<file path="src/pkg/pursq_pkg.sv">
// Constants shared by the power-up and reset sequencer.
// Assumes a 100 MHz REF_CLK and a classic Wishbone register port.
package pursq_pkg;
  // ----------------------------------------------------------------
  // Clock and timing
  // ----------------------------------------------------------------
  localparam int unsigned SYS_CLK_HZ         = 100_000_000;
  localparam int unsigned REF_IN_HZ          = 1_000_000;
  localparam int unsigned REF_PERIOD_CYC     = SYS_CLK_HZ / REF_IN_HZ;
  localparam int unsigned REF_TOL_CYC        = 2;
  localparam int unsigned REF_STABLE_PERIODS = 8;
  // Supply must stay good this long before release, least time, rounded up
  localparam int unsigned SUPPLY_FILT_NS     = 361;
  localparam int unsigned SUPPLY_FILT_CYC    = (SUPPLY_FILT_NS * (SYS_CLK_HZ / 1_000_000)
                                                + 999) / 1000;
  localparam int unsigned IO_READY_NS        = 10_000;
  localparam int unsigned IO_READY_CYC       = (IO_READY_NS * (SYS_CLK_HZ / 1_000_000)
                                                + 999) / 1000;
  // ----------------------------------------------------------------
  // Register map (byte addresses)
  // ----------------------------------------------------------------
  localparam logic [11:0] CTRL_ADDR    = 12'h000;
  localparam logic [11:0] STATUS_ADDR  = 12'h004;
  localparam logic [11:0] PATTERN_ADDR = 12'h008;
  localparam logic [11:0] MC_EN1_ADDR  = 12'h100;
  localparam logic [11:0] MC_EN2_ADDR  = 12'h120;
  // CTRL fields
  localparam int unsigned CTRL_GATE_EN_BIT  = 0;
  localparam int unsigned CTRL_SOFT_RST_BIT = 1;
  // MC_EN fields
  localparam int unsigned MC_EN_BIT         = 0;
  // STATUS fields
  localparam int unsigned ST_SUPPLY_GOOD    = 0;
  localparam int unsigned ST_CHARGE_PUMP    = 1;
  localparam int unsigned ST_PLL_EN         = 2;
  localparam int unsigned ST_PLL_LOCKED     = 3;
  localparam int unsigned ST_IO_READY       = 4;
  localparam int unsigned ST_GATE_REG       = 5;
  localparam int unsigned ST_MC_EN1         = 6;
  localparam int unsigned ST_MC_EN2         = 7;
  localparam int unsigned ST_BOOST          = 8;
  localparam int unsigned ST_PHASE_LSB      = 12;
  // Values
  localparam logic [31:0] CONTROL_PATTERN   = 32'h0000_00A8;
  localparam logic [31:0] RESET_READ_VALUE  = 32'h0000_0000;
  localparam logic [31:0] UNMAPPED_VALUE    = 32'h0000_0000;
  localparam logic [31:0] CTRL_RESET        = 32'h0000_0000;
  // ----------------------------------------------------------------
  // Power-up phases shown in STATUS
  // ----------------------------------------------------------------
  typedef enum logic [3:0] {
    PH_SUPPLY,
    PH_CHARGE_PUMP,
    PH_PLL,
    PH_HOST_RESET,
    PH_IO_READY,
    PH_CONFIG,
    PH_RUN
  } pursq_phase_t;
endpackage

</file>
<file path="src/hw/pursq_hold_timer.sv">
// Qualifies a level: done rises once the level has been high for a count.
// Assumes a synchronous level input on the system clock.
`timescale 1ns/1ps
module pursq_hold_timer #(
  parameter int unsigned COUNT = 4
) (
  input  wire logic clk,
  input  wire logic srst,
  input  wire logic level,
  output logic      done
);
  // ----------------------------------------------------------------
  // Checks
  // ----------------------------------------------------------------
  initial begin
    if (COUNT < 1) begin
      $error("pursq_hold_timer: COUNT must be at least 1");
    end
  end

  localparam int unsigned CW = $clog2(COUNT + 1);

  typedef struct packed {
    logic [CW-1:0] cnt;
    logic          done;
  } pursq_ht_state_t;

  pursq_ht_state_t s_q, s_d;

  always_comb begin
    s_d = s_q;
    // Any drop restarts the wait, so a glitching level never qualifies
    if (!level) begin
      s_d.cnt  = '0;
      s_d.done = 1'b0;
    end else if (s_q.cnt != CW'(COUNT)) begin
      s_d.cnt  = s_q.cnt + CW'(1);
      s_d.done = (s_q.cnt + CW'(1)) == CW'(COUNT);
    end
  end

  always_ff @(posedge clk) begin
    if (srst) begin
      s_q <= '0;
    end else begin
      s_q <= s_d;
    end
  end

  assign done = s_q.done;
endmodule

</file>
<file path="src/hw/pursq_ref_monitor.sv">
// Watches the sampled 1 MHz reference and reports it stable.
// Assumes ref_in is synchronous to the 100 MHz system clock.
`timescale 1ns/1ps
module pursq_ref_monitor #(
  parameter int unsigned PERIOD_CYC = 100,
  parameter int unsigned TOL_CYC    = 2,
  parameter int unsigned STABLE_N   = 8
) (
  input  wire logic clk,
  input  wire logic srst,
  input  wire logic ref_in,
  output logic      stable
);
  initial begin
    if (TOL_CYC >= PERIOD_CYC / 2 || STABLE_N < 1) begin
      $error("pursq_ref_monitor: bad tolerance or stable count");
    end
  end

  localparam int unsigned PW = $clog2(2 * PERIOD_CYC + 1);
  localparam int unsigned SW = $clog2(STABLE_N + 1);

  typedef struct packed {
    logic          prev;
    logic [PW-1:0] per;
    logic [SW-1:0] good;
  } pursq_rm_state_t;

  pursq_rm_state_t s_q, s_d;
  logic            rise;
  logic            in_win;

  always_comb begin
    s_d    = s_q;
    rise   = ref_in & ~s_q.prev;
    in_win = (s_q.per >= PW'(PERIOD_CYC - TOL_CYC)) &&
             (s_q.per <= PW'(PERIOD_CYC + TOL_CYC));
    s_d.prev = ref_in;
    if (rise) begin
      s_d.per = PW'(1);
      if (!in_win) begin
        s_d.good = '0;
      end else if (s_q.good != SW'(STABLE_N)) begin
        s_d.good = s_q.good + SW'(1);
      end
    end else if (s_q.per == PW'(2 * PERIOD_CYC)) begin
      // Lost clock: no edge for two periods drops the stable flag
      s_d.good = '0;
    end else begin
      s_d.per = s_q.per + PW'(1);
    end
  end

  always_ff @(posedge clk) begin
    if (srst) begin
      s_q <= '0;
    end else begin
      s_q <= s_d;
    end
  end

  assign stable = (s_q.good == SW'(STABLE_N));
endmodule

</file>
<file path="src/hw/pursq_sequencer.sv">
// Power-up and reset sequencer of a solenoid gate-driver controller.
// Assumes synchronous inputs on REF_CLK and a classic Wishbone master.
//
// Overview of operation
// - Supply-good reset stays asserted until core logic supply is in range.
// - Charge pump starts after supply-good release and boost rail is adequate.
// - PLL starts only once a stable 1.0 MHz reference is seen.
// - Serial access needs supply-good release, io-ready delay and reset pin high.
// - Gate-supply regulator is off after reset; software enables it by write.
// - Gate-supply regulator starts only when the charge pump is operational.
// - Boost converter control starts only after a microcore is enabled.
// - After microcore enable, trigger input levels drive load actuation.
// - Core reset is AND of supply-good, reset pin and serial soft reset.
// - During core reset the serial port is inactive; no control pattern.
// - Microcores are enabled through per-channel enable registers.
//
// The placing of the registers and the Wishbone interface to the registers were decided locally.
`timescale 1ns/1ps
module pursq_sequencer #(
  parameter int unsigned NTRIG        = 4,
  parameter int unsigned IO_READY_CYC = pursq_pkg::IO_READY_CYC
) (
  input  wire logic              REF_CLK,
  input  wire logic              SRST,
  // Wishbone slave
  input  wire logic              WB_CYC_I,
  input  wire logic              WB_STB_I,
  input  wire logic              WB_WE_I,
  input  wire logic [11:0]       WB_ADR_I,
  input  wire logic [3:0]        WB_SEL_I,
  input  wire logic [31:0]       WB_DAT_I,
  output logic      [31:0]       WB_DAT_O,
  output logic                   WB_ACK_O,
  // Supply and analog status
  input  wire logic              CORE_LOGIC_SUPPLY_OK,
  input  wire logic              BOOST_RAIL_OK,
  input  wire logic              CHARGE_PUMP_OK,
  input  wire logic              REF_CLK_IN,
  input  wire logic              PLL_LOCKED,
  input  wire logic              HOST_RESET_PIN_N,
  input  wire logic [NTRIG-1:0]  ACTUATION_TRIGGER_INPUTS,
  // Sequencing outputs
  output logic                   SUPPLY_GOOD_RESET,
  output logic                   CORE_RESET_COMBINED_N,
  output logic                   CHARGE_PUMP_EN,
  output logic                   PLL_EN,
  output logic                   SERIAL_READY,
  output logic                   GATE_SUPPLY_REGULATOR_EN,
  output logic [1:0]             MICROCORE_EN,
  output logic                   BOOST_EN,
  output logic [NTRIG-1:0]       ACTUATE
);
  // ----------------------------------------------------------------
  // Checks
  // ----------------------------------------------------------------
  initial begin
    if (NTRIG < 1 || NTRIG > 8 || IO_READY_CYC < 1) begin
      $error("pursq_sequencer: NTRIG must be 1..8 and IO_READY_CYC at least 1");
    end
  end

  // ----------------------------------------------------------------
  // State
  // ----------------------------------------------------------------
  typedef struct packed {
    logic                   sgr_n;
    logic                   cp_en;
    logic                   pll_en;
    logic                   soft_rst_n;
    logic                   gate_cfg;
    logic                   gate_en;
    logic [1:0]             mc_en;
    logic                   boost_en;
    logic [NTRIG-1:0]       act;
    logic                   ack;
    logic [31:0]            rdata;
    pursq_pkg::pursq_phase_t phase;
  } pursq_seq_state_t;

  pursq_seq_state_t s_q, s_d;

  logic        supply_done;
  logic        ref_stable;
  logic        io_ready;
  logic        core_rst_n;
  logic        serial_on;
  logic        req;
  logic        wr_now;
  logic [31:0] status;

  // ----------------------------------------------------------------
  // Qualifiers
  // ----------------------------------------------------------------
  pursq_hold_timer #(
    .COUNT (pursq_pkg::SUPPLY_FILT_CYC)
  ) u_supply_filt (
    .clk   (REF_CLK),
    .srst  (SRST),
    .level (CORE_LOGIC_SUPPLY_OK),
    .done  (supply_done)
  );

  // Delay counts from the supply-good release only
  pursq_hold_timer #(
    .COUNT (IO_READY_CYC)
  ) u_io_ready (
    .clk   (REF_CLK),
    .srst  (SRST),
    .level (s_q.sgr_n),
    .done  (io_ready)
  );

  pursq_ref_monitor #(
    .PERIOD_CYC (pursq_pkg::REF_PERIOD_CYC),
    .TOL_CYC    (pursq_pkg::REF_TOL_CYC),
    .STABLE_N   (pursq_pkg::REF_STABLE_PERIODS)
  ) u_ref_mon (
    .clk    (REF_CLK),
    .srst   (SRST),
    .ref_in (REF_CLK_IN),
    .stable (ref_stable)
  );

  // ----------------------------------------------------------------
  // Reset combination and serial gate
  // ----------------------------------------------------------------
  assign core_rst_n = s_q.sgr_n & HOST_RESET_PIN_N & s_q.soft_rst_n;
  // Reset pin low also closes the port, since it takes part in core reset
  assign serial_on  = core_rst_n & io_ready;
  assign req        = WB_CYC_I & WB_STB_I;
  assign wr_now     = req & WB_WE_I & s_q.ack & serial_on & WB_SEL_I[0];

  always_comb begin
    status                                = '0;
    status[pursq_pkg::ST_SUPPLY_GOOD]     = s_q.sgr_n;
    status[pursq_pkg::ST_CHARGE_PUMP]     = CHARGE_PUMP_OK;
    status[pursq_pkg::ST_PLL_EN]          = s_q.pll_en;
    status[pursq_pkg::ST_PLL_LOCKED]      = PLL_LOCKED;
    status[pursq_pkg::ST_IO_READY]        = io_ready;
    status[pursq_pkg::ST_GATE_REG]        = s_q.gate_en;
    status[pursq_pkg::ST_MC_EN1]          = s_q.mc_en[0];
    status[pursq_pkg::ST_MC_EN2]          = s_q.mc_en[1];
    status[pursq_pkg::ST_BOOST]           = s_q.boost_en;
    status[pursq_pkg::ST_PHASE_LSB +: 4]  = s_q.phase;
  end

  // ----------------------------------------------------------------
  // Next state
  // ----------------------------------------------------------------
  always_comb begin
    s_d = s_q;
    // Supply-good reset: released only after the supply has held in range
    s_d.sgr_n = supply_done;
    s_d.cp_en = s_q.sgr_n & BOOST_RAIL_OK;
    // Lost reference stops the PLL again; it restarts once the reference is stable again
    s_d.pll_en = s_q.sgr_n & ref_stable;
    s_d.soft_rst_n = 1'b1;

    // ----------------------------------------------------------------
    // Register port
    // ----------------------------------------------------------------
    // Bus answer: one registered ack per request, dropped the cycle after
    s_d.ack   = req & ~s_q.ack;
    if (req && !s_q.ack) begin
      if (!serial_on) begin
        s_d.rdata = pursq_pkg::RESET_READ_VALUE;
      end else begin
        case (WB_ADR_I)
          pursq_pkg::CTRL_ADDR: begin
            s_d.rdata = {31'h0000_0000, s_q.gate_cfg};
          end
          pursq_pkg::STATUS_ADDR: begin
            s_d.rdata = status;
          end
          pursq_pkg::PATTERN_ADDR: begin
            s_d.rdata = pursq_pkg::CONTROL_PATTERN;
          end
          pursq_pkg::MC_EN1_ADDR: begin
            s_d.rdata = {31'h0000_0000, s_q.mc_en[0]};
          end
          pursq_pkg::MC_EN2_ADDR: begin
            s_d.rdata = {31'h0000_0000, s_q.mc_en[1]};
          end
          default: begin
            s_d.rdata = pursq_pkg::UNMAPPED_VALUE;
          end
        endcase
      end
    end

    // Writes land at the edge where the master sees ack
    if (wr_now) begin
      case (WB_ADR_I)
        pursq_pkg::CTRL_ADDR: begin
          s_d.gate_cfg   = WB_DAT_I[pursq_pkg::CTRL_GATE_EN_BIT];
          // Self-clearing pulse: a held soft reset would lock the port shut
          s_d.soft_rst_n = ~WB_DAT_I[pursq_pkg::CTRL_SOFT_RST_BIT];
        end
        pursq_pkg::MC_EN1_ADDR: begin
          s_d.mc_en[0] = WB_DAT_I[pursq_pkg::MC_EN_BIT];
        end
        pursq_pkg::MC_EN2_ADDR: begin
          s_d.mc_en[1] = WB_DAT_I[pursq_pkg::MC_EN_BIT];
        end
        default: begin
        end
      endcase
    end

    s_d.gate_en  = s_q.gate_cfg & CHARGE_PUMP_OK & s_q.cp_en;
    s_d.boost_en = |s_q.mc_en;
    s_d.act      = '0;
    for (int i = 0; i < NTRIG; i++) begin
      // Even triggers serve channel one, odd ones channel two
      s_d.act[i] = ACTUATION_TRIGGER_INPUTS[i] & s_q.mc_en[i % 2] & core_rst_n;
    end

    // ----------------------------------------------------------------
    // Phase tracker
    // ----------------------------------------------------------------
    // Status only; no enable depends on it, so a stale phase is harmless
    case (s_q.phase)
      pursq_pkg::PH_SUPPLY: begin
        if (s_q.sgr_n) begin
          s_d.phase = pursq_pkg::PH_CHARGE_PUMP;
        end
      end
      pursq_pkg::PH_CHARGE_PUMP: begin
        if (s_q.cp_en) begin
          s_d.phase = pursq_pkg::PH_PLL;
        end
      end
      pursq_pkg::PH_PLL: begin
        if (s_q.pll_en && PLL_LOCKED) begin
          s_d.phase = pursq_pkg::PH_HOST_RESET;
        end
      end
      pursq_pkg::PH_HOST_RESET: begin
        if (HOST_RESET_PIN_N) begin
          s_d.phase = pursq_pkg::PH_IO_READY;
        end
      end
      pursq_pkg::PH_IO_READY: begin
        if (serial_on) begin
          s_d.phase = pursq_pkg::PH_CONFIG;
        end
      end
      pursq_pkg::PH_CONFIG: begin
        if (|s_q.mc_en) begin
          s_d.phase = pursq_pkg::PH_RUN;
        end
      end
      pursq_pkg::PH_RUN: begin
        s_d.phase = pursq_pkg::PH_RUN;
      end
      default: begin
        s_d.phase = pursq_pkg::PH_SUPPLY;
      end
    endcase

    // ----------------------------------------------------------------
    // Core reset
    // ----------------------------------------------------------------
    // Core reset clears configuration and run state; ack and soft pulse go on
    if (!core_rst_n) begin
      s_d.gate_cfg = 1'b0;
      s_d.gate_en  = 1'b0;
      s_d.mc_en    = 2'b00;
      s_d.boost_en = 1'b0;
      s_d.act      = '0;
      if (s_q.phase > pursq_pkg::PH_HOST_RESET) begin
        s_d.phase = pursq_pkg::PH_HOST_RESET;
      end
    end
    if (!s_q.sgr_n) begin
      s_d.phase = pursq_pkg::PH_SUPPLY;
    end
  end

  always_ff @(posedge REF_CLK) begin
    if (SRST) begin
      s_q            <= '0;
      s_q.soft_rst_n <= 1'b1;
      s_q.phase      <= pursq_pkg::PH_SUPPLY;
    end else begin
      s_q <= s_d;
    end
  end

  // ----------------------------------------------------------------
  // Outputs
  // ----------------------------------------------------------------
  assign WB_DAT_O                 = s_q.rdata;
  assign WB_ACK_O                 = s_q.ack;
  assign SUPPLY_GOOD_RESET        = ~s_q.sgr_n;
  assign CORE_RESET_COMBINED_N    = core_rst_n;
  assign CHARGE_PUMP_EN           = s_q.cp_en;
  assign PLL_EN                   = s_q.pll_en;
  assign SERIAL_READY             = serial_on;
  assign GATE_SUPPLY_REGULATOR_EN = s_q.gate_en;
  assign MICROCORE_EN             = s_q.mc_en;
  assign BOOST_EN                 = s_q.boost_en;
  assign ACTUATE                  = s_q.act;
endmodule

</file>
<file path="config.mk">
export PLATFORM = sky130hd
export DESIGN_NAME = pursq_sequencer
export DESIGN_NICKNAME = d
export VERILOG_FILES = /design/src/pkg/pursq_pkg.sv /design/src/hw/pursq_hold_timer.sv /design/src/hw/pursq_ref_monitor.sv /design/src/hw/pursq_sequencer.sv
export SDC_FILE = /design/constraint.sdc
export NUM_CORES = 1
export LEC_CHECK = 0
export BUFFER_PORTS_ARGS = -buffer_cell sky130_fd_sc_hd__buf_2
export CAP_MARGIN = 0
export CELL_PAD_IN_SITES_DETAIL_PLACEMENT = 0
export CELL_PAD_IN_SITES_GLOBAL_PLACEMENT = 1
export CORE_MARGIN = 2
export CORE_UTILIZATION = 36
export DETAILED_ROUTE_END_ITERATION = 8
export GPL_TIMING_DRIVEN = 1
export PLACE_DENSITY = 0.87
export RECOVER_POWER = 25
export SYNTH_ARGS = -nofsm -noshare
export SYNTH_HDL_FRONTEND = slang
export SYNTH_SLANG_ARGS = --single-unit
</file>
<file path="constraint.sdc">
create_clock -name REF_CLK -period 1.94 [get_ports REF_CLK]
set_input_delay 0.291 -clock REF_CLK [delete_from_list [all_inputs] [get_ports REF_CLK]]
set_output_delay 0.291 -clock REF_CLK [all_outputs]
set_load 0.03 [all_outputs]
</file>
Yosys cells after proc, flatten, opt, wreduce, memory -nomap -nowiden
Cells that the tools add are included.
- register bits after elaboration: 81
- output and inout port bits: 46
- input port bits: 63
- equal/unequal tests: 19
- muxes and demuxes: 15
- reduce and logical (&&, ||, !) cells: 17
- bitwise gates (word level): 30
- $add $sub $neg: 4
- magnitude comparators: 3
- operator list (operator ; number):
    $pmux 16 s5 ; 1
    $mux 4 ; 10
    $pmux 4 s7 ; 1
    $eq 12x9->1 const B ; 2
    $and 1x1->1 ; 22
    $mux 16 ; 1
    $eq 12x3->1 const B ; 1
    $eq 12x4->1 const B ; 1
    $eq 4x3->1 const B ; 3
    $logic_not 12->1 ; 1
    $add 10x1->10 const B ; 1
    $eq 10x10->1 const B ; 1
    $ne 10x10->1 const B ; 1
    $reduce_or 2->1 ; 5
    $add 8x1->8 const B ; 1
    $eq 4x2->1 const B ; 2
    $eq 8x8->1 const B ; 1
    $ge 8x7->1 const B ; 1
    $le 8x7->1 const B ; 1
    $not 1->1 ; 8
    $reduce_and 2->1 ; 4
    $add 6x1->6 const B ; 1
    $eq 6x6->1 const B ; 1
    $ne 6x6->1 const B ; 1
    14 further kinds ; 16

Depth between registers and ports, before layout
Gate-level depths: netlist (run 1).
- word-level depth: 7
- depth in mapped cells: 7
- depth with buffers taken out: 7

Hierarchy
From an unflattened synthesis (run 1), not the netlist that was laid out.
- cell total of the unflattened synthesis: 349
- area total of the unflattened synthesis: 3221.8 µm²
- by module, submodules not included (module ; area an instance (µm²) ; cells an instance ; times used ; sequential area each (µm²)):
    pursq_sequencer ; 1536.5 ; 164 ; 1 ; 620.6
    pursq_ref_monitor ; 696.9 ; 73 ; 1 ; 260.2
    pursq_hold_timer at u_io_ready ; 591.8 ; 67 ; 1 ; 220.2
    pursq_hold_timer at u_supply_filt ; 396.6 ; 45 ; 1 ; 140.1

Worst setup path after synthesis (run 1)
No wires, ideal clock.
- path type: register to register
- from: register s_q[49] (netlist bit)
- to: register s_q, in the netlist MICROCORE_EN[0]
- setup slack: 0.302 ns
- buffers on the path: 0
- period minus slack after synthesis: 1.638 ns
- cell stages (with the launch flop): 6
- arrival time: 1.522 ns
- setup time: 0.117 ns
- path through: dfxtp_1 -> and4_1 -> nand4_2 -> or4_4 -> nand3_1 -> o21ai_1
- cells in the longest elaborated chain, start to end: 6
- ends and longest elaborated chain (element ; RTL line ; text):
    start, declared ; pursq_sequencer.sv:80 ; pursq_seq_state_t s_q, s_d;
    $and 1x1->1 (2 in a row) ; pursq_sequencer.sv:127 ; assign core_rst_n = s_q.sgr_n & HOST_RESET_PIN_N & s_q.soft_rst_n;
    $and 1x1->1 ; pursq_sequencer.sv:129 ; assign serial_on = core_rst_n & io_ready;
    named net SERIAL_READY ; pursq_sequencer.sv:47 ; output logic SERIAL_READY,
    $and 1x1->1 (2 in a row) ; pursq_sequencer.sv:131 ; assign wr_now = req & WB_WE_I & s_q.ack & serial_on & WB_SEL_I[0];
    $reduce_and 2->1 (no line) ; -- ;
The timed path passes the listed nets, and every way through them passes these cells.
A chain may end at the register's enable or synchronous reset.

Worst setup path in the final report (run 1)
- from: register s_q[49] (netlist bit)
- to: output CORE_RESET_COMBINED_N
- cells in the longest elaborated chain, start to end: 2
- ends and longest elaborated chain (element ; RTL line ; text):
    $and 1x1->1 (2 in a row) ; pursq_sequencer.sv:127 ;
    end, declared ; pursq_sequencer.sv:44 ; output logic CORE_RESET_COMBINED_N,
No other way between the ends.

==> results.md, run 1 <==
- Across the run, the number of max-cap violations was 0.
- The share of total power dissipated in combinational logic is 6.3%.
- Post-CTS repair changed the size of 0 cells.
- The run finished with clean final reports.
- The part of the total power dissipated in the clock network is 43.5%.
- The type of the worst setup path is reg2out.
- The worst register-to-register path begins at u_ref_mon.s_q[5].
- Net switching is 25.0% of the power.
- The routed wire length is 5970 um.
- The CTS tree is done.
- The count of pins over their slew limit came to 0.
- The number of warnings issued by yosys is 0.
- The worst path meets setup with 0.245 ns of slack.
- Global routing used 12.5% of the available tracks across all layers.
- For this run, design rule violations remaining after detail routing come to 0.
- The async set or reset register ratio after synthesis is 0%.
- Summing all multi-input logic gate instances after layout gives 0.00161 mm^2.
- Summing the sequential cell areas from Yosys gives 39.5% of the chip area.
- The area overhead of the layout relative to synthesis is 11.9%.
- In this run the clock root is driven by a clkbuf_8.
- The full die area is 0.00948 mm^2.
- In the global route stage, met3 resource usage came out at 2.81%.
- The register cell area after layout is 0.00124 mm^2.
- In the global route stage, met2 resource usage came out at 19.6%.
- The largest fanout of any net on the critical path is 5.
- Among all flip-flop cells after synthesis, the most frequent one is dfxtp_1.
- The post-layout minimum cycle time is 1.70 ns.
- The kind of end point of the critical path is an output pin.
- The clock network latency to the later pin of the worst-skew pair is 0.34 ns.
- Averaged over all synthesized cells, the footprint is 8.77 um^2.
- The endpoint arrival time on the critical path is 1.40 ns.
- The xor-xnor portion of the synthesized cell area is 4.74%.
- The congestion estimate from routability-driven global placement came to 0.869.
- The worst setup skew after layout is 0.00538 ns.
- The simple-gate share of the synthesized area is 27.0%.
- The fraction of layout cells with a size suffix above 1 is 17.2%.
- The mux share of post-synthesis cell area is 2.23%.
- In this run, the number of DRC markers left after iteration 0 of detailed routing was 82.
- The internal power is 1930 uW.
- Measured along the y axis, the die boundary spans 97.4 um.
- The worst-path cell with the longest stage delay is dfxtp_1.
- The number of setup buffers added after CTS is 0.
- Power spread over the standard cell area amounts to 731 mW/mm^2.
- No sink is reached through more buffers than the 2 on the longest clock path.
- The flip-flop and latch count after synthesis is 62.
- The number of filler instances in the final layout is 891.
- For this run, the post-layout net count is 475.
- In this run the most used layer during global routing was met2.
- The count of flip-flops with a built-in enable after synthesis is 0.
- After detailed routing, the number of vias per cell comes to 4.70.
- The count of input and output buffers is 56.
- The final period utilization is 87.4%.
- The required time reported for the critical path endpoint is 1.65 ns.
- Global routing used 16.3% of the available met1 tracks.
- The number of different library cells used by synthesis comes to 51.
- The total count of hold-check failures in the final report is 0.
- The min-delay analysis places its worst path in the category in2reg.
- The adder-cell share of the synthesized area is 3.99%.
- The worst path buffer plus inverter count is 2.
- Entering global routing, the biggest net connects 15 pins.
- The initial antenna violation count came to 0.
- OpenSTA, run right after detailed placement, puts the worst setup slack at 0.277 ns.
- The I/O pin total is 109.
- The core region is 0.00859 mm^2.
- In the final routed layout, each cell accounts on average for 11.6 um.
- The H-tree generated during clock tree synthesis spans 3 levels.
- The analysis attributes to cell leakage a power of 0.00136 uW.
- The main combinational cell family by area after synthesis is simple AND/OR/NAND/NOR gates.
- The number of global-route vias before repair came to 2129.
- The worst slew margin relative to its limit is 58.6%.
- The number of detailed-routing iterations run before antenna repair is 4.
- The final antenna diode count is 0.
- The via count is 2421.
- The cell class contributing the biggest share of worst-path delay is buffers and inverters.
- The global-route wire length before repair is 9760 um.
- In this run the power spent charging and discharging nets is 643 uW.
- The sum of net half-perimeters after detailed placement is 4500 um.
- The startpoint of the most critical hold path is BOOST_RAIL_OK.
- In the synthesized netlist, the number of instances is 358.
- The number of sinks handled by clock tree synthesis is 62.
- The initial standard-cell utilization of the core is 36.5%.
- For the pin with the worst max-slew slack, the measured transition is 0.621 ns.
- The synthesized netlist devotes 10.8% of its cell area to compound gates.
- Setup violations remaining at the end of the flow were counted as 0.
- The startpoint type of the worst setup path is a flip-flop.
- The number of hold buffers added after CTS is 0.
- The sum of overflow across all layers after global routing is 0.
- The floorplan step set the die width to 97.4 um.
- IR analysis of the VDD net gives a maximum drop of 0.000280 V.
- The floorplan row count is 34.
- The detail route stage leaves a number of antenna-violating nets equal to 0.
- The portion of total power attributed to sequential cells is 50.2%.
- Traced cell by cell, the critical path runs through clkbuf_1 > and3_1 > buf_2.
- Tracing the worst setup path back leads to its startpoint at s_q[49].
- The clock-pin transition on the worst setup and hold timing paths is 0.07 ns.
- Timing would allow up to 590 MHz.
- The final-layout setup total negative slack is 0 ns.
- In this design, the stage delay of the slowest critical-path cell is 0.35 ns.
- TritonCTS created 9 clock buffers.
- Setup repair after global routing left no endpoint under its margin.
- The netlist area before placement is 0.00314 mm^2.
## cell usage in the layout, fill, tap and decap left out, drive strengths merged, types with 12 or more instances in the layout
cell type / count
a21oi: 15
buf: 45
clkbuf: 25
conb: 20
dfxtp: 62
inv: 12
nand2: 25
nand3: 17
nor2: 36
nor2b: 12
nor3: 14
o21ai: 13
## sequential cells by signal (all words and copies together) (netlist names), 2 cells and up
name / flops
u_io_ready.s_q: 10
MICROCORE_EN: 2
u_ref_mon.s_q: 13
ACTUATE: 4
WB_DAT_O: 13
u_supply_filt.s_q: 6
s_q: 7
## worst reg2reg max path: stages, from the launching register on
cell and delay [ns]:
dfxtp_1 0.44, inv_1 0.08, ha_1 0.17, and4b_1 0.23, a21oi_1 0.27, nor2_1 0.09
a211oi_1 0.22
## worst paths after layout
kind	endpoint	slack (ns)	cells past startpoint
max reg2reg	u_ref_mon.s_q[0]	0.36	6
min reg2reg	u_io_ready.done	0.46	2
max	CORE_RESET_COMBINED_N	0.24	3
min	CHARGE_PUMP_EN	0.15	2
## power groups by stage
stage               Combinational, uW  Sequential [uW]  Clock, uW
floorplan                         136             1320          0
global placement                  160             1320          0
detailed placement                163             1320          0
CTS                               164             1290       1140
global route                      178             1290       1190
finish                            162             1290       1120
## cells by family after synthesis
group / count (synthesis)
xor+xnor: 17
simple gates: 150
fa+ha+maj: 10
other cells: 1
compound gates: 53
flops: 62
buf+inv: 58
mux: 7
## per-stage QoR
stage,hold WS [ns],total power (uW),utilization (%),std cells,instance area (um^2)
after floorplan,0.378,1450,-,377,3210
after global placement,0.439,1480,38.9,499,3340
after detailed placement,0.447,1480,38.9,499,3340
after CTS,0.143,2600,41.2,515,3540
after global routing,0.159,2660,40.9,515,3510
final,0.152,2570,40.9,515,3510
## Yosys cell counts, drive strengths merged, types with 8 or more instances
cell type	number	share of area, %
nand2	25	3.1
o21ai	13	2.1
nor2	36	4.3
inv	11	1.3
nor2b	12	2.4
ha	10	4.0
dfxtp	62	40
xnor2	10	2.8
buf	40	9.4
a22o	8	2.2
nor3	14	2.6
nand3	17	3.0
a21oi	15	2.4
## cell type report
class	instances	share of cell area, %
clock buffer	9	3.53
clock inverter	7	2.10
inverter	11	1.18
multi-input combinational	257	45.7
sequential	62	35.3
tap	108	3.85
timing repair buffer	61	8.33
## metal layers
| layer | wire, um | vias up |
|---|---|---|
| met1 | 2880 | 1073 |
| met3 | 350 | 10 |
| met5 | 0 | - |
| met2 | 2630 | 69 |
| li1 | - | 1269 |
| met4 | 110 | 0 |
Note: power is estimated with default switching activity, not from simulation.
==> run 2, diff against run 1 <==
CORE_UTILIZATION = 33   (was 36)
PLACE_DENSITY = 0.83   (was 0.87)
SYNTH_HIERARCHICAL = 1   (was not set)
clock period = 1.5 ns   (was 1.94 ns; I/O delays follow)
==> results.md, run 2 <==
- The count of final setup violators is 0.
- The number of nets in the finished design is 495.
- The final non-filler cell area is 0.00391 mm^2.
- The total chip power is 3340 uW.
- The worst pin sits at a relative slew slack of 61.6%.
- Buffers inserted during clock tree synthesis total 9.
- The most common library cell in the layout ignoring fill and taps is dfxtp_1.
- For this run, the detailed router's first-pass iteration total came to 4.
- The die is 103 um tall.
- The initial antenna violation count is 0.
- The worst reg2reg path startpoint is WB_ACK_O.
- Wire segments on met3 add up to 377 um in the final route.
- The I/O pin total is 109.
- In the synthesized netlist the dominant register cell turns out to be dfxtp_1.
- The footprint of the multi-input gates is 0.00174 mm^2.
- The final period utilization is 98.9%.
- The via count is 2592.
- The first global-routing pass estimated 10900 um of wire.
- The number of warnings issued by yosys is 6.
- The mean cell area of the mapped netlist is 9.23 um^2.
- The total routing usage reported by global routing is 12.9%.
- The post-layout utilization of the core is 40.5%.
- The post-layout minimum cycle time is 1.48 ns.
- After detailed routing, the average wire length per cell comes to 11.9 um.
- The count of pins over their slew limit is 0.
- The number of filler instances in the final layout is 962.
- The number of DRC markers after the initial detailed-route iteration is 111.
- The worst-case reg-to-reg path depth is 4.
- The leakage power total is 0.00149 uW.
- The total count of hold-check failures in the final report was 0.
- Setup slack on the worst reg-to-reg path comes out at 0.02 ns.
- The flow ran to the end, and the final reports show no timing, DRC or antenna violations.
- By area the synthesized netlist is led by dfxtp_1 (39%), buf_4 (8.9%), ha_1 (3.9%).
- Sequential cells were found to cover 38.5% of the synthesized design area.
- Counting flops and latches in the post-synthesis netlist gives 62.
- For this run, design rule violations remaining after detail routing come to 0.
- Summed over all failing endpoints, the final setup total negative slack is 0 ns.
- The library cells used most frequently in the layout, excluding fill and tap cells, are dfxtp_1 (55), buf_2 (41), buf_4 (28).
- The full die area is 0.0106 mm^2.
- The largest fanout of any net on the critical path is 4.
- Wires add up to 6690 um.
- Setup repair after global routing could not meet its margin everywhere.
- The number of antenna-violating nets in the routed design is 0.
- The type of the worst setup path is reg2reg.
- The areal power density over the cells is 855 mW/mm^2.
- Compared with the post-synthesis result, the final layout area differs by 21.2%.
- The routed metal-1 wire length is 3050 um.
- The post-layout instance count excluding filler cells is 560.
- Across the run, the number of max-cap violations was 0.
- In this run the most critical hold path is launched from BOOST_RAIL_OK.
- The clock network latency to the later pin of the worst-skew pair is 0.34 ns.
- Of the post-synthesis cell area, the dominant cell type holds 38.5%.
- The register cell area after layout is 0.00126 mm^2.
- TritonCTS built the clock tree.
- The endpoint arrival time on the critical path is 1.75 ns.
- The routability-driven placement congestion ratio is 0.786.
- The worst hold endpoint is CHARGE_PUMP_EN.
- The number of sinks handled by clock tree synthesis is 62.
- The synthesized design spends more area on one cell type than any other, namely dfxtp_1.
- The sum of overflow across all layers after global routing is 0.
- STA classifies the critical path startpoint as a flip-flop.
- The async set or reset register ratio after synthesis is 0%.
- The worst setup skew after layout is 0.00807 ns.
- The top routing layer in use is met4.
- Yosys mapped a number of flops with a built-in enable equal to 0.
- The kind of end point of the critical path is a flip-flop.
- At the pin with the least slew margin, the transition time is 0.575 ns.
- In this run the core area contains 36 standard-cell rows.
- The worst register-to-register path ends at MICROCORE_EN[0].
- The sum of net half-perimeters after detailed placement is 4910 um.
- The min-delay analysis places its worst path in the category in2reg.
- At the worst endpoint, the required time is 1.77 ns.
- The buffer type at the clock tree root is clkbuf_8.
- The fraction of layout cells with a size suffix above 1 is 30.0%.
- The H-tree was split into 3 levels.
- In this run the standard cell core region covers 0.00964 mm^2.
- Port buffering added 56 buffers.
- After synthesis, the netlist uses 63 different library cells.
- The largest vdd supply drop is 0.000333 V.
- The clock-pin transition on the worst setup and hold timing paths is 0.07 ns.
- The final antenna diode count is 0.
- The peak clock frequency supported by timing is 674 MHz.
- The commonest cells after synthesis are dfxtp_1 (62), buf_4 (38), nor2_1 (27).
- The most frequently used cell type in the post-synthesis netlist is dfxtp_1.
- The netlist area before placement is 0.00322 mm^2.
- In this run the cell area measured after placement is 0.00360 mm^2.
- Synthesis produced 349 cells.
- The number of cells on the worst hold path is 2.
- The number of global-route vias before repair is 2451.
- From left edge to right edge, the die measures 103 um.
- The buffer levels on the longest clock path is 2.
- In the detailed route, the total length drawn on met2 is 3190 um.
- The initial standard-cell utilization of the core is 33.4%.
- After detailed routing, the number of vias per cell comes to 4.63.
- The number of placed cells counting well taps is 537.
- Entering global routing, the biggest net connects 14 pins.
-- run 2: cell count changes after synthesis, sizes merged, moves of 5 or more --
cell and delta:
inv +7, nand2 -5, nor4 +6, o21ai -5
nor3 -6, nor2 -9
-- run 2: what timing repair did --
| action | in CTS | in global routing |
|---|---|---|
| endpoints found under the setup margin | 4 | 21 |
| pin swaps | 0 | 5 |
| resized for setup | 2 | 26 |
| hold buffers | 0 | 0 |
| setup buffers | 1 | 6 |
-- run 2: routing by layer --
layer | global-route usage (%) | vias up
met5 | 0 | -
met4 | 3.64 | 0
met1 | 15.6 | 1193
met3 | 3.86 | 8
li1 | - | 1322
met2 | 22.4 | 69
-- run 2: cell families (layout without fill, tap and decap cells) --
logic type      after synthesis  after routing  synth area share, %
compound gates               53             53                 11.5
xor+xnor                     16             16                 4.35
fa+ha+maj                    10             10                 3.88
buf+inv                      60            119                 11.7
flops                        62             62                 38.5
mux                           8              8                 2.52
other cells                   1             20                0.116
simple gates                139            139                 27.4
-- run 2: final cells by class --
type | instances | share of cell area [%]
multi-input cells | 246 | 44.6
flip-flops and latches | 62 | 32.2
clock inverters | 7 | 1.67
clock buffers | 9 | 3.17
inverters | 18 | 1.79
repair buffers | 85 | 12.4
well taps | 133 | 4.26
-- run 2: metrics by stage --
stage | setup slack (ns) | hold WS [ns]
floorplan | 0.00122 | 0.294
global placement | -0.0253 | 0.433
detailed placement | -0.129 | 0.438
CTS | 0.00189 | 0.0980
global route | -0.0595 | 0.0996
finish | 0.0164 | 0.110
-- run 2: worst max-delay path, cell delays in order (launching register included) --
cell and delay, ns:
dfxtp_1 0.37, and4b_1 0.22, nand4b_1 0.17, nor4_1 0.43, mux2i_1 0.22
-- run 2: worst max path at each step --
stage,slack [ns],from,endpoint,cells after the start
final,0.02,WB_ACK_O,MICROCORE_EN[0],4
after global routing,-0.06,WB_ACK_O,MICROCORE_EN[0],4
after CTS,0.002,s_q[49],CORE_RESET_COMBINED_N,3
after detailed placement,-0.13,WB_ADR_I[0],MICROCORE_EN[1],6
after global placement,-0.03,SRST,WB_DAT_O[15],4
after floorplan,0.001,WB_ACK_O,WB_DAT_O[2],5
-- run 2: report_power, final --
| group | total (uW) | switching [uW] | leakage, uW | internal (uW) |
|---|---|---|---|---|
| Sequential | 1670 | 14.9 | 0.000505 | 1650 |
| Clock | 1430 | 675 | 0.0000948 | 754 |
| Combinational | 241 | 156 | 0.000887 | 85.2 |
==> run 3, diff against run 2 <==
ABC_AREA = 1   (was not set)
CORE_UTILIZATION = 32   (was 33)
PLACE_DENSITY = 0.84   (was 0.83)
==> results.md, run 3 <==
- The path class of the tightest hold or removal check is in2reg.
- The instance area at placement is 0.00365 mm^2.
- Power spread over the standard cell area amounts to 854 mW/mm^2.
- The type of the worst setup path is reg2out.
- In the layout the commonest cells are nand2_1 (102), dfxtp_1 (58), nor2_1 (58).
- The floorplan row count is 37.
- The leakage power total is 0.00156 uW.
- The count of pins over their slew limit is 0.
- The post-detailed-route wirelength per cell is 10.9 um.
- The combinational power share is 7.7%.
- The total chip power is 3290 uW.
- The number of detailed-routing iterations run before antenna repair is 4.
- The number of global-route vias before repair was 2796.
- The number of violations of the max-capacitance limit is 0.
- After synthesis, the mean cell area works out to 7.18 um^2.
- Once layout is done, the placed cells without fillers occupy 0.00384 mm^2.
- The number of warnings issued by yosys is 6.
- The buffer levels on the longest clock path is 2.
- The async set or reset register ratio after synthesis is 0%.
- The worst pin sits at a relative slew slack of 60.8%.
- In the synthesized netlist, the cells that appear most often are nand2_1 (102), dfxtp_1 (62), nor2_1 (60).
- The internal power is 2350 uW.
- In this run the cell area of the synthesized design comes to 0.00340 mm^2.
- The detail route stage leaves a number of antenna-violating nets equal to 0.
- The sequential cell area fraction in the yosys report is 36.5%.
- The final period utilization is 93.3%.
- Setup violations remaining at the end of the flow were counted as 0.
- STA classifies the critical path endpoint as an output pin.
- Among all cell types in the netlist, the one instantiated most often is nand2_1.
- The buffer type at the clock tree root is clkbuf_8.
- In the routed layout, each cell is associated on average with a via count of 4.49.
- The largest fanout of any net on the critical path is 4.
- In this run, synthesis produced a sequential element count of 62.
- STA classifies the critical path startpoint as a flip-flop.
- From bottom edge to top edge, the die measures 107 um.
- At the placement stage, the worst setup path has a slack of 0.0657 ns.
- The CTS tree is done.
- CTS built an H-tree with a depth of 3.
- The number of buffers created by CTS is 9.
- In this run, synthesis inferred 0 flip-flops with an integrated enable.
- Data arrives at the worst endpoint at 1.17 ns.
- The initial antenna violation count was 0.
- The share of total power dissipated in sequential elements is 51.2%.
- Synthesis produced 474 cells.
- The repair_antennas step left the layout with diodes totalling 0.
- In the final design database the tool counted 598 nets.
- The number of placed cells counting well taps is 647.
- The number of sinks handled by clock tree synthesis is 62.
- For the pin with the worst max-slew slack, the measured transition is 0.589 ns.
- The routability-driven placement congestion ratio is 0.819.
- The count of input and output buffers is 56.
- In this run, the number of DRC markers left after iteration 0 of detailed routing was 147.
- Entering global routing, the biggest net connects 15 pins.
- For this run, the total global-route usage over all layers was measured as 13.2%.
- Wires add up to 7280 um.
- The total count of hold-check failures in the final report is 0.
- The clock network accounts for 41.1% of the total power.
- The initial utilization of the core area, before any placement, comes to 33.0%.
- dfxtp_1 takes more of the synthesized area than any other cell.
- Global routing finished with a remaining overflow of 0.
- Clock-pin slew was measured on the worst setup and hold paths at 0.07 ns.
- The flow ran to the end, and the final reports show no timing, DRC or antenna violations.
- By area the synthesized netlist is led by dfxtp_1 (36%), nand2_1 (11%), buf_4 (8.4%).
- The post-route netlist has 20.2% of its cells at a drive strength greater than 1.
- The area of the core is 0.0103 mm^2.
- The most common library cell in the layout ignoring fill and taps is nand2_1.
- The top flip-flop cell by instance count after synthesis is dfxtp_1.
- The global-route wire length before repair is 12100 um.
- The required time reported for the critical path endpoint is 1.27 ns.
- The sum of net half-perimeters after detailed placement is 5500 um.
- Net switching is 28.5% of the power.
- The full die area is 0.0115 mm^2.
- The DRC violation count after routing is 0.
- Final hold analysis gives a worst-case slack of 0.0948 ns.
- The netlist uses 40 different library cells.
- The clock network latency to the later pin of the worst-skew pair is 0.35 ns.
- For the finished layout, the period the worst path requires is 1.40 ns.
- Measured along the x axis, the die boundary spans 107 um.
- The net switching power is 935 uW.
- The peak clock frequency supported by timing is 715 MHz.
- The register-to-register setup slack is 0.13 ns.
- The clock arrives with 0.00668 ns of skew.
- The area overhead of the layout relative to synthesis is 13.0%.
- The I/O pin total is 109.
- Across all setup checks in the final design, the least slack found is 0.101 ns.
- The via count is 2993.
- The number of hold buffers added after CTS is 0.
- The synthesized design devotes to its leading area cell type 36.5% of total area.
- The post-layout instance count excluding filler cells is 666.
- The largest vdd supply drop is 0.000397 V.
## run 3: cell types whose count changed in the layout (fill, tap and decap cells not counted), sizes merged, moves of 6 or more
cell,change
buf,-20
nor4,-6
and3,-7
a21oi,+14
inv,+43
a22o,-9
nand2,+87
mux2i,-7
nand3,+18
xnor2,-11
nor2b,-9
nand2b,-6
nor2,+48
## run 3: worst paths after layout
kind / cells after the start / endpoint / start
max reg2reg: 6 / s_q[45] / s_q[46]
min: 2 / s_q[46] / WB_DAT_I[1]
min reg2reg: 2 / s_q[49] / u_supply_filt/done
max: 3 / SERIAL_READY / s_q[46]
## run 3: power by group through the flow
stage	Sequential (uW)	Combinational (uW)	Clock, uW
CTS	1680	254	1400
finish	1680	253	1350
floorplan	1720	214	0
detailed placement	1720	253	0
global placement	1720	248	0
global route	1680	284	1470
## run 3: per-stage QoR
step / util (%) / setup TNS (ns)
after floorplan: - / 0
after global placement: 35.3 / 0
after detailed placement: 35.3 / 0
after CTS: 37.1 / 0
after global routing: 37.2 / -0.00642
final: 37.2 / 0
## run 3: repair_timing
| item | in CTS | in global routing |
|---|---|---|
| buffers inserted | 0 | 1 |
| endpoints found under the setup margin | 0 | 12 |
| endpoints found under the hold margin | 0 | 0 |
| resized for setup | 0 | 10 |
## run 3: cell type report
type / count / area [um^2]
Clock inverter: 7 / 57.6
Multi-Input combinational cell: 329 / 1710
Sequential cell: 62 / 1250
Clock buffer: 9 / 124
Inverter: 62 / 233
Tap cell: 136 / 170
Timing Repair Buffer: 61 / 302
Fill cell: 1088 / 6480
## run 3: cell families (layout without fill, tap and decap cells)
| group | after synthesis | after routing | synth area share (%) |
|---|---|---|---|
| xor gates and xnor gates | 4 | 4 | 1.03 |
| adders and majority gates | 10 | 10 | 3.68 |
| buffers and inverters | 104 | 139 | 15.9 |
| DFF | 62 | 62 | 36.5 |
| other | 1 | 20 | 0.110 |
| and+or+nand+nor | 240 | 242 | 34.1 |
| AOI/OAI and AO/OA | 53 | 53 | 8.75 |
## run 3: worst max-delay path: stages, from the launching register on
cell and delay [ns]:
dfxtp_1 0.37, nand3_4 0.11, nor2_4 0.13, buf_2 0.22
## run 3: per-layer routing
layer  wire length (um)  global-route usage, %
met3                461                   4.07
met1               3300                   15.7
met4                144                   5.47
met2               3370                   22.0
met5                  0                      0
